## config.mk

```make
export PLATFORM = sky130hd
export DESIGN_NAME = tbpd_decoder
export DESIGN_NICKNAME = d
export VERILOG_FILES = /design/src/design/tbpd_pkg.sv /design/src/design/tbpd_decoder.sv
export VERILOG_INCLUDE_DIRS = /design/src /design/src/design
export SDC_FILE = /design/constraint.sdc
export NUM_CORES = 2
export LEC_CHECK = 0
export ABC_CLOCK_PERIOD_IN_PS = 7960
export BUFFER_PORTS_ARGS = -buffer_cell sky130_fd_sc_hd__buf_2
export CAP_MARGIN = 20
export CORE_AREA = 3 3 454 456
export DETAILED_ROUTE_END_ITERATION = 12
export DIE_AREA = 0 0 457 459
export PLACE_DENSITY = 0.68
export SLEW_MARGIN = 20
export SYNTH_ARGS = -nofsm -noshare
export SYNTH_HDL_FRONTEND = slang
export SYNTH_SLANG_ARGS = --single-unit
```

## constraint.sdc

```tcl
create_clock -name clk -period 7.96 [get_ports clk]
set_input_delay 0.398 -clock clk [delete_from_list [all_inputs] [get_ports clk]]
set_output_delay 0.398 -clock clk [all_outputs]
set_load 0.01 [all_outputs]
```

## src/design/tbpd_defines.svh

```systemverilog
// bit positions, codes and constants for the texture block palette decoder
`ifndef TBPD_DEFINES_SVH
`define TBPD_DEFINES_SVH
`define TBPD_MODE_HI 127
`define TBPD_MODE_LO 125
`define TBPD_ALPHA_CODE 3'h3
`define TBPD_MIXED_BIT 127
`define TBPD_FLAG_BIT 124
`define TBPD_G3_LSB 126
`define TBPD_G1_LSB 125
`define TBPD_C0_BASE 64
`define TBPD_C1_BASE 79
`define TBPD_C2_BASE 94
`define TBPD_C3_BASE 109
`define TBPD_A0_LO 109
`define TBPD_A1_LO 114
`define TBPD_A2_LO 119
`define TBPD_R_OFS 10
`define TBPD_G_OFS 5
`define TBPD_TEXELS 32
`define TBPD_HALF 16
`define TBPD_OPAQUE 8'hff
`define TBPD_IDX_C0 2'h0
`define TBPD_IDX_MID 2'h1
`define TBPD_IDX_MID2 2'h2
`define TBPD_IDX_LAST 2'h3
`endif

```

## src/design/tbpd_pkg.sv

```systemverilog
// types shared by the texture block palette decoder
package tbpd_pkg;
	typedef logic [31:0] tbpd_argb_t;
	typedef logic [127:0] tbpd_block_t;
	typedef tbpd_argb_t [31:0] tbpd_texels_t;
	typedef tbpd_argb_t [3:0] tbpd_table_t;
	typedef enum logic [1:0] {
		TBPD_NONE,
		TBPD_MIXED_ALPHA,
		TBPD_ALPHA_DIRECT,
		TBPD_ALPHA_INTERP_SELECT
	} tbpd_mode_t;
endpackage

```

## src/design/tbpd_decoder.sv

```systemverilog
// decoder for mixed (alpha flag set) and alpha colour mode texture blocks
//
// Contract
// - mixed colour mode uses bit 124 as the mixed alpha flag
// - flag set: colours 0,2 are 555; colours 1,3 are 565, green lsb 125/126
// - mixed: texels 0-15 use colours 0/1 table, texels 16-31 colours 2/3
// - lower mixed table: c0, average of c0 and c1, c1, alpha ff
// - upper mixed table: c2, average of c2 and c3, c3, alpha ff
// - mixed index 3 gives black with alpha zero
// - each texel's 2-bit select picks a 32-bit argb table entry
// - top bits 127:125 equal to 011 mean alpha colour mode
// - alpha mode bit 124 picks direct table or two interpolated tables
// - alpha fields: colour 2 at 123:119, colour 1 114, colour 0 109
// - rgb fields: colour 2 from 108, colour 1 from 93, colour 0 from 78
// - texel n select sits at bits 2n+1:2n of the low 64 bits
// - 5-bit channels widen to 8 by repeating their top three bits
// - interp_select 0: one table c0,c1,c2 with own alpha, then clear
// - interp_select 1: texels 0-15 use c0/c1, texels 16-31 use c2/c1
// - lower table: c0, (2c0+c1+1)/3, (c0+2c1+1)/3, c1 per channel
// - upper table: c2, (2c2+c1+1)/3, (c2+2c1+1)/3, c1 per channel
`timescale 1ns/100ps
`default_nettype none
`include "tbpd_defines.svh"

module tbpd_decoder (
	input wire logic clk,
	input wire logic rst,
	input wire logic in_valid,
	input wire tbpd_pkg::tbpd_block_t in_block,
	output logic out_valid,
	output tbpd_pkg::tbpd_mode_t out_mode,
	output tbpd_pkg::tbpd_texels_t out_texels
);
	import tbpd_pkg::*;

	logic out_valid_q;
	tbpd_mode_t mode_q;
	tbpd_mode_t mode_d;
	tbpd_texels_t texels_q;
	tbpd_texels_t texels_d;
	tbpd_table_t lo_tab;
	tbpd_table_t hi_tab;
	tbpd_argb_t c0;
	tbpd_argb_t c1;
	tbpd_argb_t c2;
	tbpd_argb_t c3;

	// widen a 5-bit channel to 8 bits
	function automatic logic [7:0] exp5(input logic [4:0] f);
		return {f, f[4:2]};
	endfunction

	// 555 colour at a field base, with a given alpha byte
	function automatic tbpd_argb_t rgb555(input tbpd_block_t b,
		input int base, input logic [7:0] a);
		logic [4:0] r;
		logic [4:0] g;
		logic [4:0] bl;
		r = b[base + `TBPD_R_OFS +: 5];
		g = b[base + `TBPD_G_OFS +: 5];
		bl = b[base +: 5];
		return {a, exp5(r), exp5(g), exp5(bl)};
	endfunction

	// 565 colour: green gets the extra low bit from the block
	function automatic tbpd_argb_t rgb565(input tbpd_block_t b,
		input int base, input logic lsb);
		logic [4:0] g;
		tbpd_argb_t c;
		g = b[base + `TBPD_G_OFS +: 5];
		c = rgb555(b, base, `TBPD_OPAQUE);
		c[15:8] = {g, lsb, g[4:3]};
		return c;
	endfunction

	// per-channel average, truncating
	function automatic tbpd_argb_t avg2(input tbpd_argb_t x,
		input tbpd_argb_t y);
		logic [8:0] s;
		tbpd_argb_t r;
		r = '0;
		for (int i = 0; i < 4; i++) begin
			s = {1'b0, x[i*8 +: 8]} + {1'b0, y[i*8 +: 8]};
			r[i*8 +: 8] = s[8:1];
		end
		return r;
	endfunction

	// per-channel (2x+y+1)/3 with a 10-bit sum
	function automatic tbpd_argb_t lerp3(input tbpd_argb_t x,
		input tbpd_argb_t y);
		logic [9:0] s;
		logic [9:0] q;
		tbpd_argb_t r;
		r = '0;
		for (int i = 0; i < 4; i++) begin
			s = {1'b0, x[i*8 +: 8], 1'b0} + {2'h0, y[i*8 +: 8]} + 10'h001;
			q = s / 10'h003;
			r[i*8 +: 8] = q[7:0];
		end
		return r;
	endfunction

	// mode decode from the top bits and the flag bit
	always_comb begin
		mode_d = TBPD_NONE;
		if (in_block[`TBPD_MODE_HI:`TBPD_MODE_LO] == `TBPD_ALPHA_CODE) begin
			mode_d = in_block[`TBPD_FLAG_BIT] ? TBPD_ALPHA_INTERP_SELECT :
				TBPD_ALPHA_DIRECT;
		end else if (in_block[`TBPD_MIXED_BIT] && in_block[`TBPD_FLAG_BIT]) begin
			mode_d = TBPD_MIXED_ALPHA;
		end
	end

	// base colours for the decoded mode
	always_comb begin
		c3 = '0;
		if (mode_d == TBPD_MIXED_ALPHA) begin
			c0 = rgb555(in_block, `TBPD_C0_BASE, `TBPD_OPAQUE);
			c1 = rgb565(in_block, `TBPD_C1_BASE, in_block[`TBPD_G1_LSB]);
			c2 = rgb555(in_block, `TBPD_C2_BASE, `TBPD_OPAQUE);
			c3 = rgb565(in_block, `TBPD_C3_BASE, in_block[`TBPD_G3_LSB]);
		end else begin
			c0 = rgb555(in_block, `TBPD_C0_BASE,
				exp5(in_block[`TBPD_A0_LO +: 5]));
			c1 = rgb555(in_block, `TBPD_C1_BASE,
				exp5(in_block[`TBPD_A1_LO +: 5]));
			c2 = rgb555(in_block, `TBPD_C2_BASE,
				exp5(in_block[`TBPD_A2_LO +: 5]));
		end
	end

	// the two four-entry tables
	always_comb begin
		lo_tab = '0;
		hi_tab = '0;
		case (mode_d)
			TBPD_MIXED_ALPHA: begin
				lo_tab[`TBPD_IDX_C0] = c0;
				lo_tab[`TBPD_IDX_MID] = avg2(c0, c1);
				lo_tab[`TBPD_IDX_MID2] = c1;
				hi_tab[`TBPD_IDX_C0] = c2;
				hi_tab[`TBPD_IDX_MID] = avg2(c2, c3);
				hi_tab[`TBPD_IDX_MID2] = c3;
			end
			TBPD_ALPHA_DIRECT: begin
				// one direct table, last entry clear
				lo_tab[`TBPD_IDX_C0] = c0;
				lo_tab[`TBPD_IDX_MID] = c1;
				lo_tab[`TBPD_IDX_MID2] = c2;
				hi_tab = lo_tab;
			end
			TBPD_ALPHA_INTERP_SELECT: begin
				lo_tab[`TBPD_IDX_C0] = c0;
				lo_tab[`TBPD_IDX_MID] = lerp3(c0, c1);
				lo_tab[`TBPD_IDX_MID2] = lerp3(c1, c0);
				lo_tab[`TBPD_IDX_LAST] = c1;
				hi_tab[`TBPD_IDX_C0] = c2;
				hi_tab[`TBPD_IDX_MID] = lerp3(c2, c1);
				hi_tab[`TBPD_IDX_MID2] = lerp3(c1, c2);
				hi_tab[`TBPD_IDX_LAST] = c1;
			end
			default: begin
				lo_tab = '0;
				hi_tab = '0;
			end
		endcase
	end

	// per-texel lookup
	always_comb begin
		texels_d = '0;
		for (int n = 0; n < `TBPD_TEXELS; n++) begin
			if (n < `TBPD_HALF) begin
				texels_d[n] = lo_tab[in_block[2*n +: 2]];
			end else begin
				texels_d[n] = hi_tab[in_block[2*n +: 2]];
			end
		end
	end

	// output valid, one cycle after the block
	always_ff @(posedge clk) begin
		if (rst) begin
			out_valid_q <= 1'b0;
		end else begin
			out_valid_q <= in_valid;
		end
	end

	// result registers, loaded with each valid block
	always_ff @(posedge clk) begin
		if (rst) begin
			mode_q <= TBPD_NONE;
			texels_q <= '0;
		end else if (in_valid) begin
			mode_q <= mode_d;
			texels_q <= texels_d;
		end
	end

	assign out_valid = out_valid_q;
	assign out_mode = mode_q;
	assign out_texels = texels_q;

	// checks on decoded output against the block one cycle earlier
	a_result_latency: assert property (@(posedge clk) disable iff (rst)
		in_valid |=> out_valid_q && mode_q == $past(mode_d))
		else $error("result not one cycle after block");

	a_alpha_mode_code: assert property (@(posedge clk) disable iff (rst)
		in_valid && in_block[127:125] == 3'h3 |=>
		mode_q == TBPD_ALPHA_DIRECT || mode_q == TBPD_ALPHA_INTERP_SELECT)
		else $error("alpha mode code not recognised");

	a_interp_flag: assert property (@(posedge clk) disable iff (rst)
		in_valid && in_block[127:125] == 3'h3 ##1 out_valid_q |->
		(mode_q == TBPD_ALPHA_INTERP_SELECT) == $past(in_block[124]))
		else $error("interp_select not followed");

	a_mixed_black: assert property (@(posedge clk) disable iff (rst)
		out_valid_q && mode_q == TBPD_MIXED_ALPHA &&
		$past(in_block[63:62]) == 2'h3 |-> texels_q[31] == 32'h0)
		else $error("mixed index 3 not clear black");

	a_mixed_lower: assert property (@(posedge clk) disable iff (rst)
		out_valid_q && mode_q == TBPD_MIXED_ALPHA &&
		$past(in_block[1:0]) == 2'h0 |->
		texels_q[0] == {8'hff, exp5($past(in_block[78:74])),
		exp5($past(in_block[73:69])), exp5($past(in_block[68:64]))})
		else $error("mixed lower index 0 wrong");

	a_mixed_upper: assert property (@(posedge clk) disable iff (rst)
		out_valid_q && mode_q == TBPD_MIXED_ALPHA &&
		$past(in_block[63:62]) == 2'h2 |->
		texels_q[31][31:16] == {8'hff, exp5($past(in_block[123:119]))} &&
		texels_q[31][2:0] == $past(in_block[113:111]))
		else $error("mixed upper colour 3 wrong");

	a_mixed_green: assert property (@(posedge clk) disable iff (rst)
		out_valid_q && mode_q == TBPD_MIXED_ALPHA &&
		$past(in_block[1:0]) == 2'h2 |->
		texels_q[0][10] == $past(in_block[125]))
		else $error("colour 1 green lsb wrong");

	a_direct_alpha: assert property (@(posedge clk) disable iff (rst)
		out_valid_q && mode_q == TBPD_ALPHA_DIRECT &&
		$past(in_block[63:62]) == 2'h2 |->
		texels_q[31][31:24] == exp5($past(in_block[123:119])))
		else $error("direct table colour 2 alpha wrong");

	a_interp_select_ends: assert property (@(posedge clk) disable iff (rst)
		out_valid_q && mode_q == TBPD_ALPHA_INTERP_SELECT &&
		$past(in_block[63:62]) == 2'h3 |->
		texels_q[31][31:24] == exp5($past(in_block[118:114])))
		else $error("upper interp_select index 3 not colour 1");

	a_interp_select_equal: assert property (@(posedge clk) disable iff (rst)
		out_valid_q && mode_q == TBPD_ALPHA_INTERP_SELECT &&
		$past(in_block[1:0]) == 2'h1 &&
		$past(in_block[113:109]) == $past(in_block[118:114]) |->
		texels_q[0][31:24] == exp5($past(in_block[113:109])))
		else $error("interp_select of equal alphas not exact");

	a_mixed_mid_avg: assert property (@(posedge clk) disable iff (rst)
		out_valid_q && mode_q == TBPD_MIXED_ALPHA &&
		$past(in_block[63:62]) == `TBPD_IDX_MID |->
		texels_q[31][31:24] == `TBPD_OPAQUE &&
		texels_q[31][23:16] == 8'((9'(exp5($past(in_block[123:119]))) +
		9'(exp5($past(in_block[108:104])))) >> 1))
		else $error("upper mixed average wrong");

	a_direct_clear: assert property (@(posedge clk) disable iff (rst)
		out_valid_q && mode_q == TBPD_ALPHA_DIRECT &&
		$past(in_block[1:0]) == `TBPD_IDX_LAST |-> texels_q[0] == '0)
		else $error("direct index 3 not transparent black");

	a_flag_clear_none: assert property (@(posedge clk) disable iff (rst)
		out_valid_q && $past(in_block[`TBPD_MIXED_BIT]) &&
		!$past(in_block[`TBPD_FLAG_BIT]) |->
		mode_q == TBPD_NONE && texels_q == '0)
		else $error("mixed block with flag clear decoded");

	// main scenario covers
	c_mixed_seen: cover property (@(posedge clk) disable iff (rst)
		out_valid_q && mode_q == TBPD_MIXED_ALPHA);
	c_direct_seen: cover property (@(posedge clk) disable iff (rst)
		out_valid_q && mode_q == TBPD_ALPHA_DIRECT);
	c_interp_select_b2b: cover property (@(posedge clk) disable iff (rst)
		out_valid_q && mode_q == TBPD_ALPHA_INTERP_SELECT ##1
		out_valid_q && mode_q == TBPD_ALPHA_INTERP_SELECT);
	c_mixed_black: cover property (@(posedge clk) disable iff (rst)
		out_valid_q && mode_q == TBPD_MIXED_ALPHA && texels_q[31] == '0);
	c_none_seen: cover property (@(posedge clk) disable iff (rst)
		out_valid_q && mode_q == TBPD_NONE);
endmodule

`default_nettype wire

```

Word-level counts from Yosys, hierarchy flattened
Cells that the tools add are included.

Add/subtract/negate cells: 40. Multipliers: 0. Div/mod/pow operators: 16. Order comparisons: 32. Equal/unequal tests: 4. Shift operators: 0. Multiplexer cells: 74. Bitwise logic cells: 0. Reduce and logical (&&, ||, !) cells: 1.

Operators with widths (count): $bmux W32 S2 (32); $mux W32 (37); $pmux W96 S3 (2); $add A10 B1 Y10 const B (16); $add A9 B8 Y10 (16); $div A10 B2 Y10 const B (16); $lt A2 B3 Y1 const B (32); $add A8 B8 Y9 (8); $eq A2 B2 Y1 const B (2); $eq A3 B2 Y1 const B (1); $eq A2 B1 Y1 const B (1); $mux W1 (2); $mux W2 (1); $logic_and A1 B1 Y1 (1).

Register bits: 1027. Bits in latches: 0. RAM bits: 0. Bits in read-only memories: 0. Bits of input ports: 131. Word-level logic and storage cells: 201. Memories: 0.

Longest topological paths before layout
Depth in word-level cells: 11. Depth in mapped cells: 32.

Worst setup path after synthesis
OpenSTA, ideal clock, no wires.

Kind: input-to-reg. Start: input port in_block[127]. End: register texels_q (netlist bit out_texels[744]). Setup time: 91 ps. Arrival: 6735 ps. Required time: 7869 ps. Setup slack: 1134 ps. Stages: 30. Path buffers: 8. Cells stage by stage: and2_1 buf_2 buf_2 buf_2 clkbuf_1 clkbuf_1 clkbuf_1 nand2_1 o21ai_0 ha_1 clkbuf_1 o21a_1 o21ai_0 o21ba_2 xor2_1 mux2_2 a2111oi_0 a21oi_1 nor3_1 nor2_1 ha_1 inv_1 a2111oi_0 o21bai_1 o311ai_1 nand3_1 clkbuf_1 o211ai_1 o21ai_0 a311oi_1.

Cells in the longest elaborated chain, start to end: 11.

Ends and longest elaborated chain: start, declared (line tbpd_decoder.sv:29) `input wire tbpd_pkg::tbpd_block_t in_block,`; $logic_and A1 B1 Y1 (line tbpd_decoder.sv:110) `` end else if (in_block[`TBPD_MIXED_BIT] && in_block[`TBPD_FLAG_BIT]) begin ``; $mux W1 (line tbpd_decoder.sv:110); $mux W2 (*) (line tbpd_decoder.sv:107) `` if (in_block[`TBPD_MODE_HI:`TBPD_MODE_LO] == `TBPD_ALPHA_CODE) begin ``; $eq A2 B1 Y1 (line tbpd_decoder.sv:118, tbpd_decoder.sv:137); $mux W32 (line tbpd_decoder.sv:118) `if (mode_d == TBPD_MIXED_ALPHA) begin`; $add A9 B8 Y10 (line tbpd_decoder.sv:97) `s = {1'b0, x[i*8 +: 8], 1'b0} + {2'h0, y[i*8 +: 8]} + 10'h001;`; $add A10 B1 Y10 (line tbpd_decoder.sv:97); $div A10 B2 Y10 (line tbpd_decoder.sv:98) `q = s / 10'h003;`; $pmux W96 S3 (line tbpd_decoder.sv:137) `case (mode_d)`; $bmux W32 S2 (*) (line tbpd_decoder.sv:177) `texels_d[n] = hi_tab[in_block[2*n +: 2]];`; $mux W32 (implied by the code) (*) (line tbpd_decoder.sv:177); end signal, assigned (line tbpd_decoder.sv:198) `texels_q <= texels_d;`; end, declared (line tbpd_decoder.sv:39) `tbpd_texels_t texels_q;`.

Every way passes the cells marked *; elsewhere a longest branch is shown, timed or not. The select of a mux whose other input is x is not followed. A chain may end at the register's enable or synchronous reset.

Worst setup path in the final report
Start: input port in_block[124]. End: register texels_q (netlist bit out_texels[120]).

Cells in the longest elaborated chain, start to end: 11.

Ends and longest elaborated chain: $logic_and A1 B1 Y1 (line tbpd_decoder.sv:110); $mux W1 (line tbpd_decoder.sv:110); $mux W2 (*) (line tbpd_decoder.sv:107); $eq A2 B1 Y1 (line tbpd_decoder.sv:118, tbpd_decoder.sv:137); $mux W32 (line tbpd_decoder.sv:118); $add A9 B8 Y10 (line tbpd_decoder.sv:97); $add A10 B1 Y10 (line tbpd_decoder.sv:97); $div A10 B2 Y10 (line tbpd_decoder.sv:98); $pmux W96 S3 (line tbpd_decoder.sv:137); $bmux W32 S2 (*) (line tbpd_decoder.sv:175) `texels_d[n] = lo_tab[in_block[2*n +: 2]];`; $mux W32 (implied by the code) (*) (line tbpd_decoder.sv:175).

Marked as above.

==> results.md <==
- Fin cells: 14200
- Total power of the final layout: 20.3 mW
- Reg-to-reg critical path endpoint: out_texels[536]
- Net count, final: 11700
- Overall Global Routing Usage: 42.7%
- Global route overflow: 0
- Clock root buffer: sky130_fd_sc_hd__clkbuf_16
- Hold Path Class: input pin to flip-flop
- Largest vdd supply drop: 0.208 mV
- Inserted Clock Buffers: 118
- Pin slew with the least headroom to its limit: 1380 ps
- Number of enable-type register cells in the synthesized netlist: 0
- Total wirelength of the detailed-routed design: 474000 um
- Vias per inst: 7.06
- Core Footprint: 202000 sq um
- Arrival time at the worst endpoint: 7370 ps
- Library cell contributing the largest single delay on the critical path: sky130_fd_sc_hd__o311ai_4
- Number of inserted filler cells in the final layout: 19600
- Maximum clock skew at final layout: 0 ps
- Synthesized instance count: 11100
- Y dimension of the die: 459 um
- Placed Area: 92600 sq um
- Cell breakdown of the critical path: buf_2, and2_4, nor2_2, inv_1, ha_1, nor2_1, a211oi_2, a31oi_1, or2_0, a311o_1, a32oi_2, o31ai_1, mux2_2, a21oi_1, nand3_1, o21ai_0, ha_1, nand2b_1, a21oi_1, a221oi_4, a21oi_2, o311ai_4, a31oi_1, o32ai_1
- Number of different library cells in the post-synthesis netlist: 121
- First-pass GRT wire length: 664000 um
- CP Data Required Time: 8700 ps
- Max Slew Vio Count: 0
- Pwr/cell area: 210 nW/um^2
- Max Fanout on Critical Path: 16
- Clock sink count: 1027
- Primary flip-flop cell chosen by synthesis mapping: sky130_fd_sc_hd__dfxtp_1
- Register bit total from synthesis: 1027
- Setup slack of the most critical reg-to-reg path: 6660 ps
- Clock Path Buffers: 3
- CTS tree: built
- Initial Utilization: 42.0%
- Leading cell type in the layout, fill and taps excluded: sky130_fd_sc_hd__nor2_1
- Most area-hungry cell type in the Yosys netlist: sky130_fd_sc_hd__dfxtp_1
- Cell Count Post-Placement: 13900
- Type of the worst setup path: input pin to flip-flop
- Average routed wire per standard cell: 33.4 um
- Number of design rule violations left after detail routing: 0
- Post-DP HPWL: 332000 um
- Pin count of the biggest net entering global routing: 230
- Number of nets with antenna violations after detailed routing: 0
- First-iteration detailed-routing DRC count: 16100
- Post-route cell area: 97000 sq um
- Port buffer count: 1157
- Number of synthesis warnings: 0
- Hold violation total from the final report: 0
- Via count of the first global-routing pass: 89900
- Routed vias: 100000
- Setup repair after global routing missed its margin: no
- Number of rows created at floorplan: 165
- Mean Syn Cell Area: 7.66 sq um
- Layout overhead on the synthesized area: 14.2%
- Endpoint, Worst Hold: out_texels[235]
- Fin crit share: 83.2%
- Status: finished, final reports clean
- Worst relative slew slack: 8.03%
- Fraction of synthesized cell area taken by the top area cell type: 24.2%
- Initial antenna violation count: 50
- Final weighted congestion of routability-driven global placement: 0.991
- Leakage power figure: 37.9 nW
- Area of the die: 210000 sq um
- Fmax: 151 MHz
- Crit end category: flip-flop
- I/O pins: 1158
- Deepest level of the CTS H-tree: 3
- Worst-path clk slew: 70 ps
- Hold_ws: 75.1 ps
- Min Clock Period, post-route: 6620 ps
- Number of iterations in the first detailed-routing pass: 12
- Clock latency reported for the late side of the worst-skew pair: 810 ps
- Top library cells by usage in the layout, fill and taps aside: sky130_fd_sc_hd__nor2_1, sky130_fd_sc_hd__buf_2, sky130_fd_sc_hd__nand2_1, sky130_fd_sc_hd__dfxtp_1, sky130_fd_sc_hd__a21oi_1
- Synth Net Count: 11400
- Worst flop-to-flop path startpoint: out_texels[536]
- Cells taking the most area after synthesis: sky130_fd_sc_hd__dfxtp_1, sky130_fd_sc_hd__mux4_2, sky130_fd_sc_hd__nor2_1, sky130_fd_sc_hd__clkbuf_1, sky130_fd_sc_hd__a21oi_1
- Max_cap viols: 0
- Min-delay src: in_block[14]
- Maximum single-stage delay on the critical path: 800 ps
- Share of layout cells above drive strength 1: 20.6%
- Width of the die: 457 um
- Final-layout setup total negative slack: 0 ps
- Launching element type of the critical path: input pin
- Syn Std Cell Area: 85000 sq um
- Logic depth of the worst register-to-register path: 3
- Setup violations, final: 0
- Post-synthesis sequential area ratio: 24.2%
- Share of async-settable or async-resettable flops after synthesis: 0%
- Worst hold path cell count: 3
-- Yosys cell counts (all sizes together), types with 162 or more instances --
| master | number |
|---|---|
| a31oi | 162 |
| dfxtp | 1027 |
| a211oi | 513 |
| nor2 | 1551 |
| a21oi | 836 |
| nand2 | 1063 |
| nor3 | 220 |
| nand3 | 257 |
| mux4 | 389 |
| o21ai | 667 |
| o211ai | 365 |
| clkbuf | 1165 |
-- state kept, by name, indices dropped and copies added (netlist names) --
| register | flops |
|---|---|
| out_texels | 1024 |
| out_mode | 2 |
| out_valid | 1 |
-- how the worst max path moves through the flow --
stage	startpoint	to	slack (ps)	depth (start not counted)
5_1_grt	in_block[124]	out_texels[472]	990	24
2_1_floorplan	in_block[127]	out_texels[744]	1130	30
6_report	in_block[124]	out_texels[120]	1340	24
4_1_cts	in_block[124]	out_texels[120]	1680	24
3_5_place_dp	in_block[124]	out_texels[280]	810	24
3_3_place_gp	in_block[91]	out_texels[880]	780	23
-- through the flow --
stage | setup WS (ps) | util [%]
6_report | 1340 | 48.0
5_1_grt | 994 | 48.0
4_1_cts | 1680 | 47.9
3_5_place_dp | 806 | 45.8
3_3_place_gp | 776 | 45.8
2_1_floorplan | 1130 | -
-- cell families after synthesis --
| family | after synthesis | share of synthesized area (%) |
|---|---|---|
| compound gates | 3950 | 32.7 |
| simple gates | 3751 | 19.5 |
| buf+inv | 1439 | 6.52 |
| flops | 1027 | 24.2 |
| mux | 517 | 11.8 |
| xor+xnor | 210 | 2.23 |
| fa+ha+maj | 195 | 3.01 |
-- worst max-delay path, delay by kind of cell --
family	cells	cell delay (ps)
AOI/OAI and AO/OA	13	3750
adders and majority gates	2	850
buffers and inverters	2	630
muxes	1	330
and+or+nand+nor	6	1370
-- metal layers --
layer	share of wire (%)	track usage [%]	vias up
met5	0.047	0.390	-
met4	9.8	34.1	24
met3	14	13.9	1966
met2	41	61.7	8121
met1	36	51.9	47600
li1	-	-	42500
-- layout make-up --
class / count / area [sq um] / share of cell area, %
diodes: 38 / 95.1 / 0.0980
clock buffers: 156 / 3280 / 3.38
clock inverters: 60 / 931 / 0.959
inverters: 132 / 510 / 0.526
multi-input cells: 8623 / 59800 / 61.7
flip-flops and latches: 1027 / 20600 / 21.2
well taps: 2672 / 3340 / 3.45
repair buffers: 1487 / 8480 / 8.74
-- timing repair --
item / in CTS / in global routing
resized for setup: 0 / 0
setup buffers: 0 / 0
hold buffers: 4 / 0
hold endpoints to repair: 11 / 0
-- where the power goes --
| group | switching [mW] | internal (mW) | total [mW] |
|---|---|---|---|
| registers | 0.289 | 5.49 | 5.78 |
| logic | 5.65 | 2.82 | 8.47 |
| clock network | 2.60 | 3.49 | 6.09 |
Note: power is estimated with default switching activity, not from simulation.
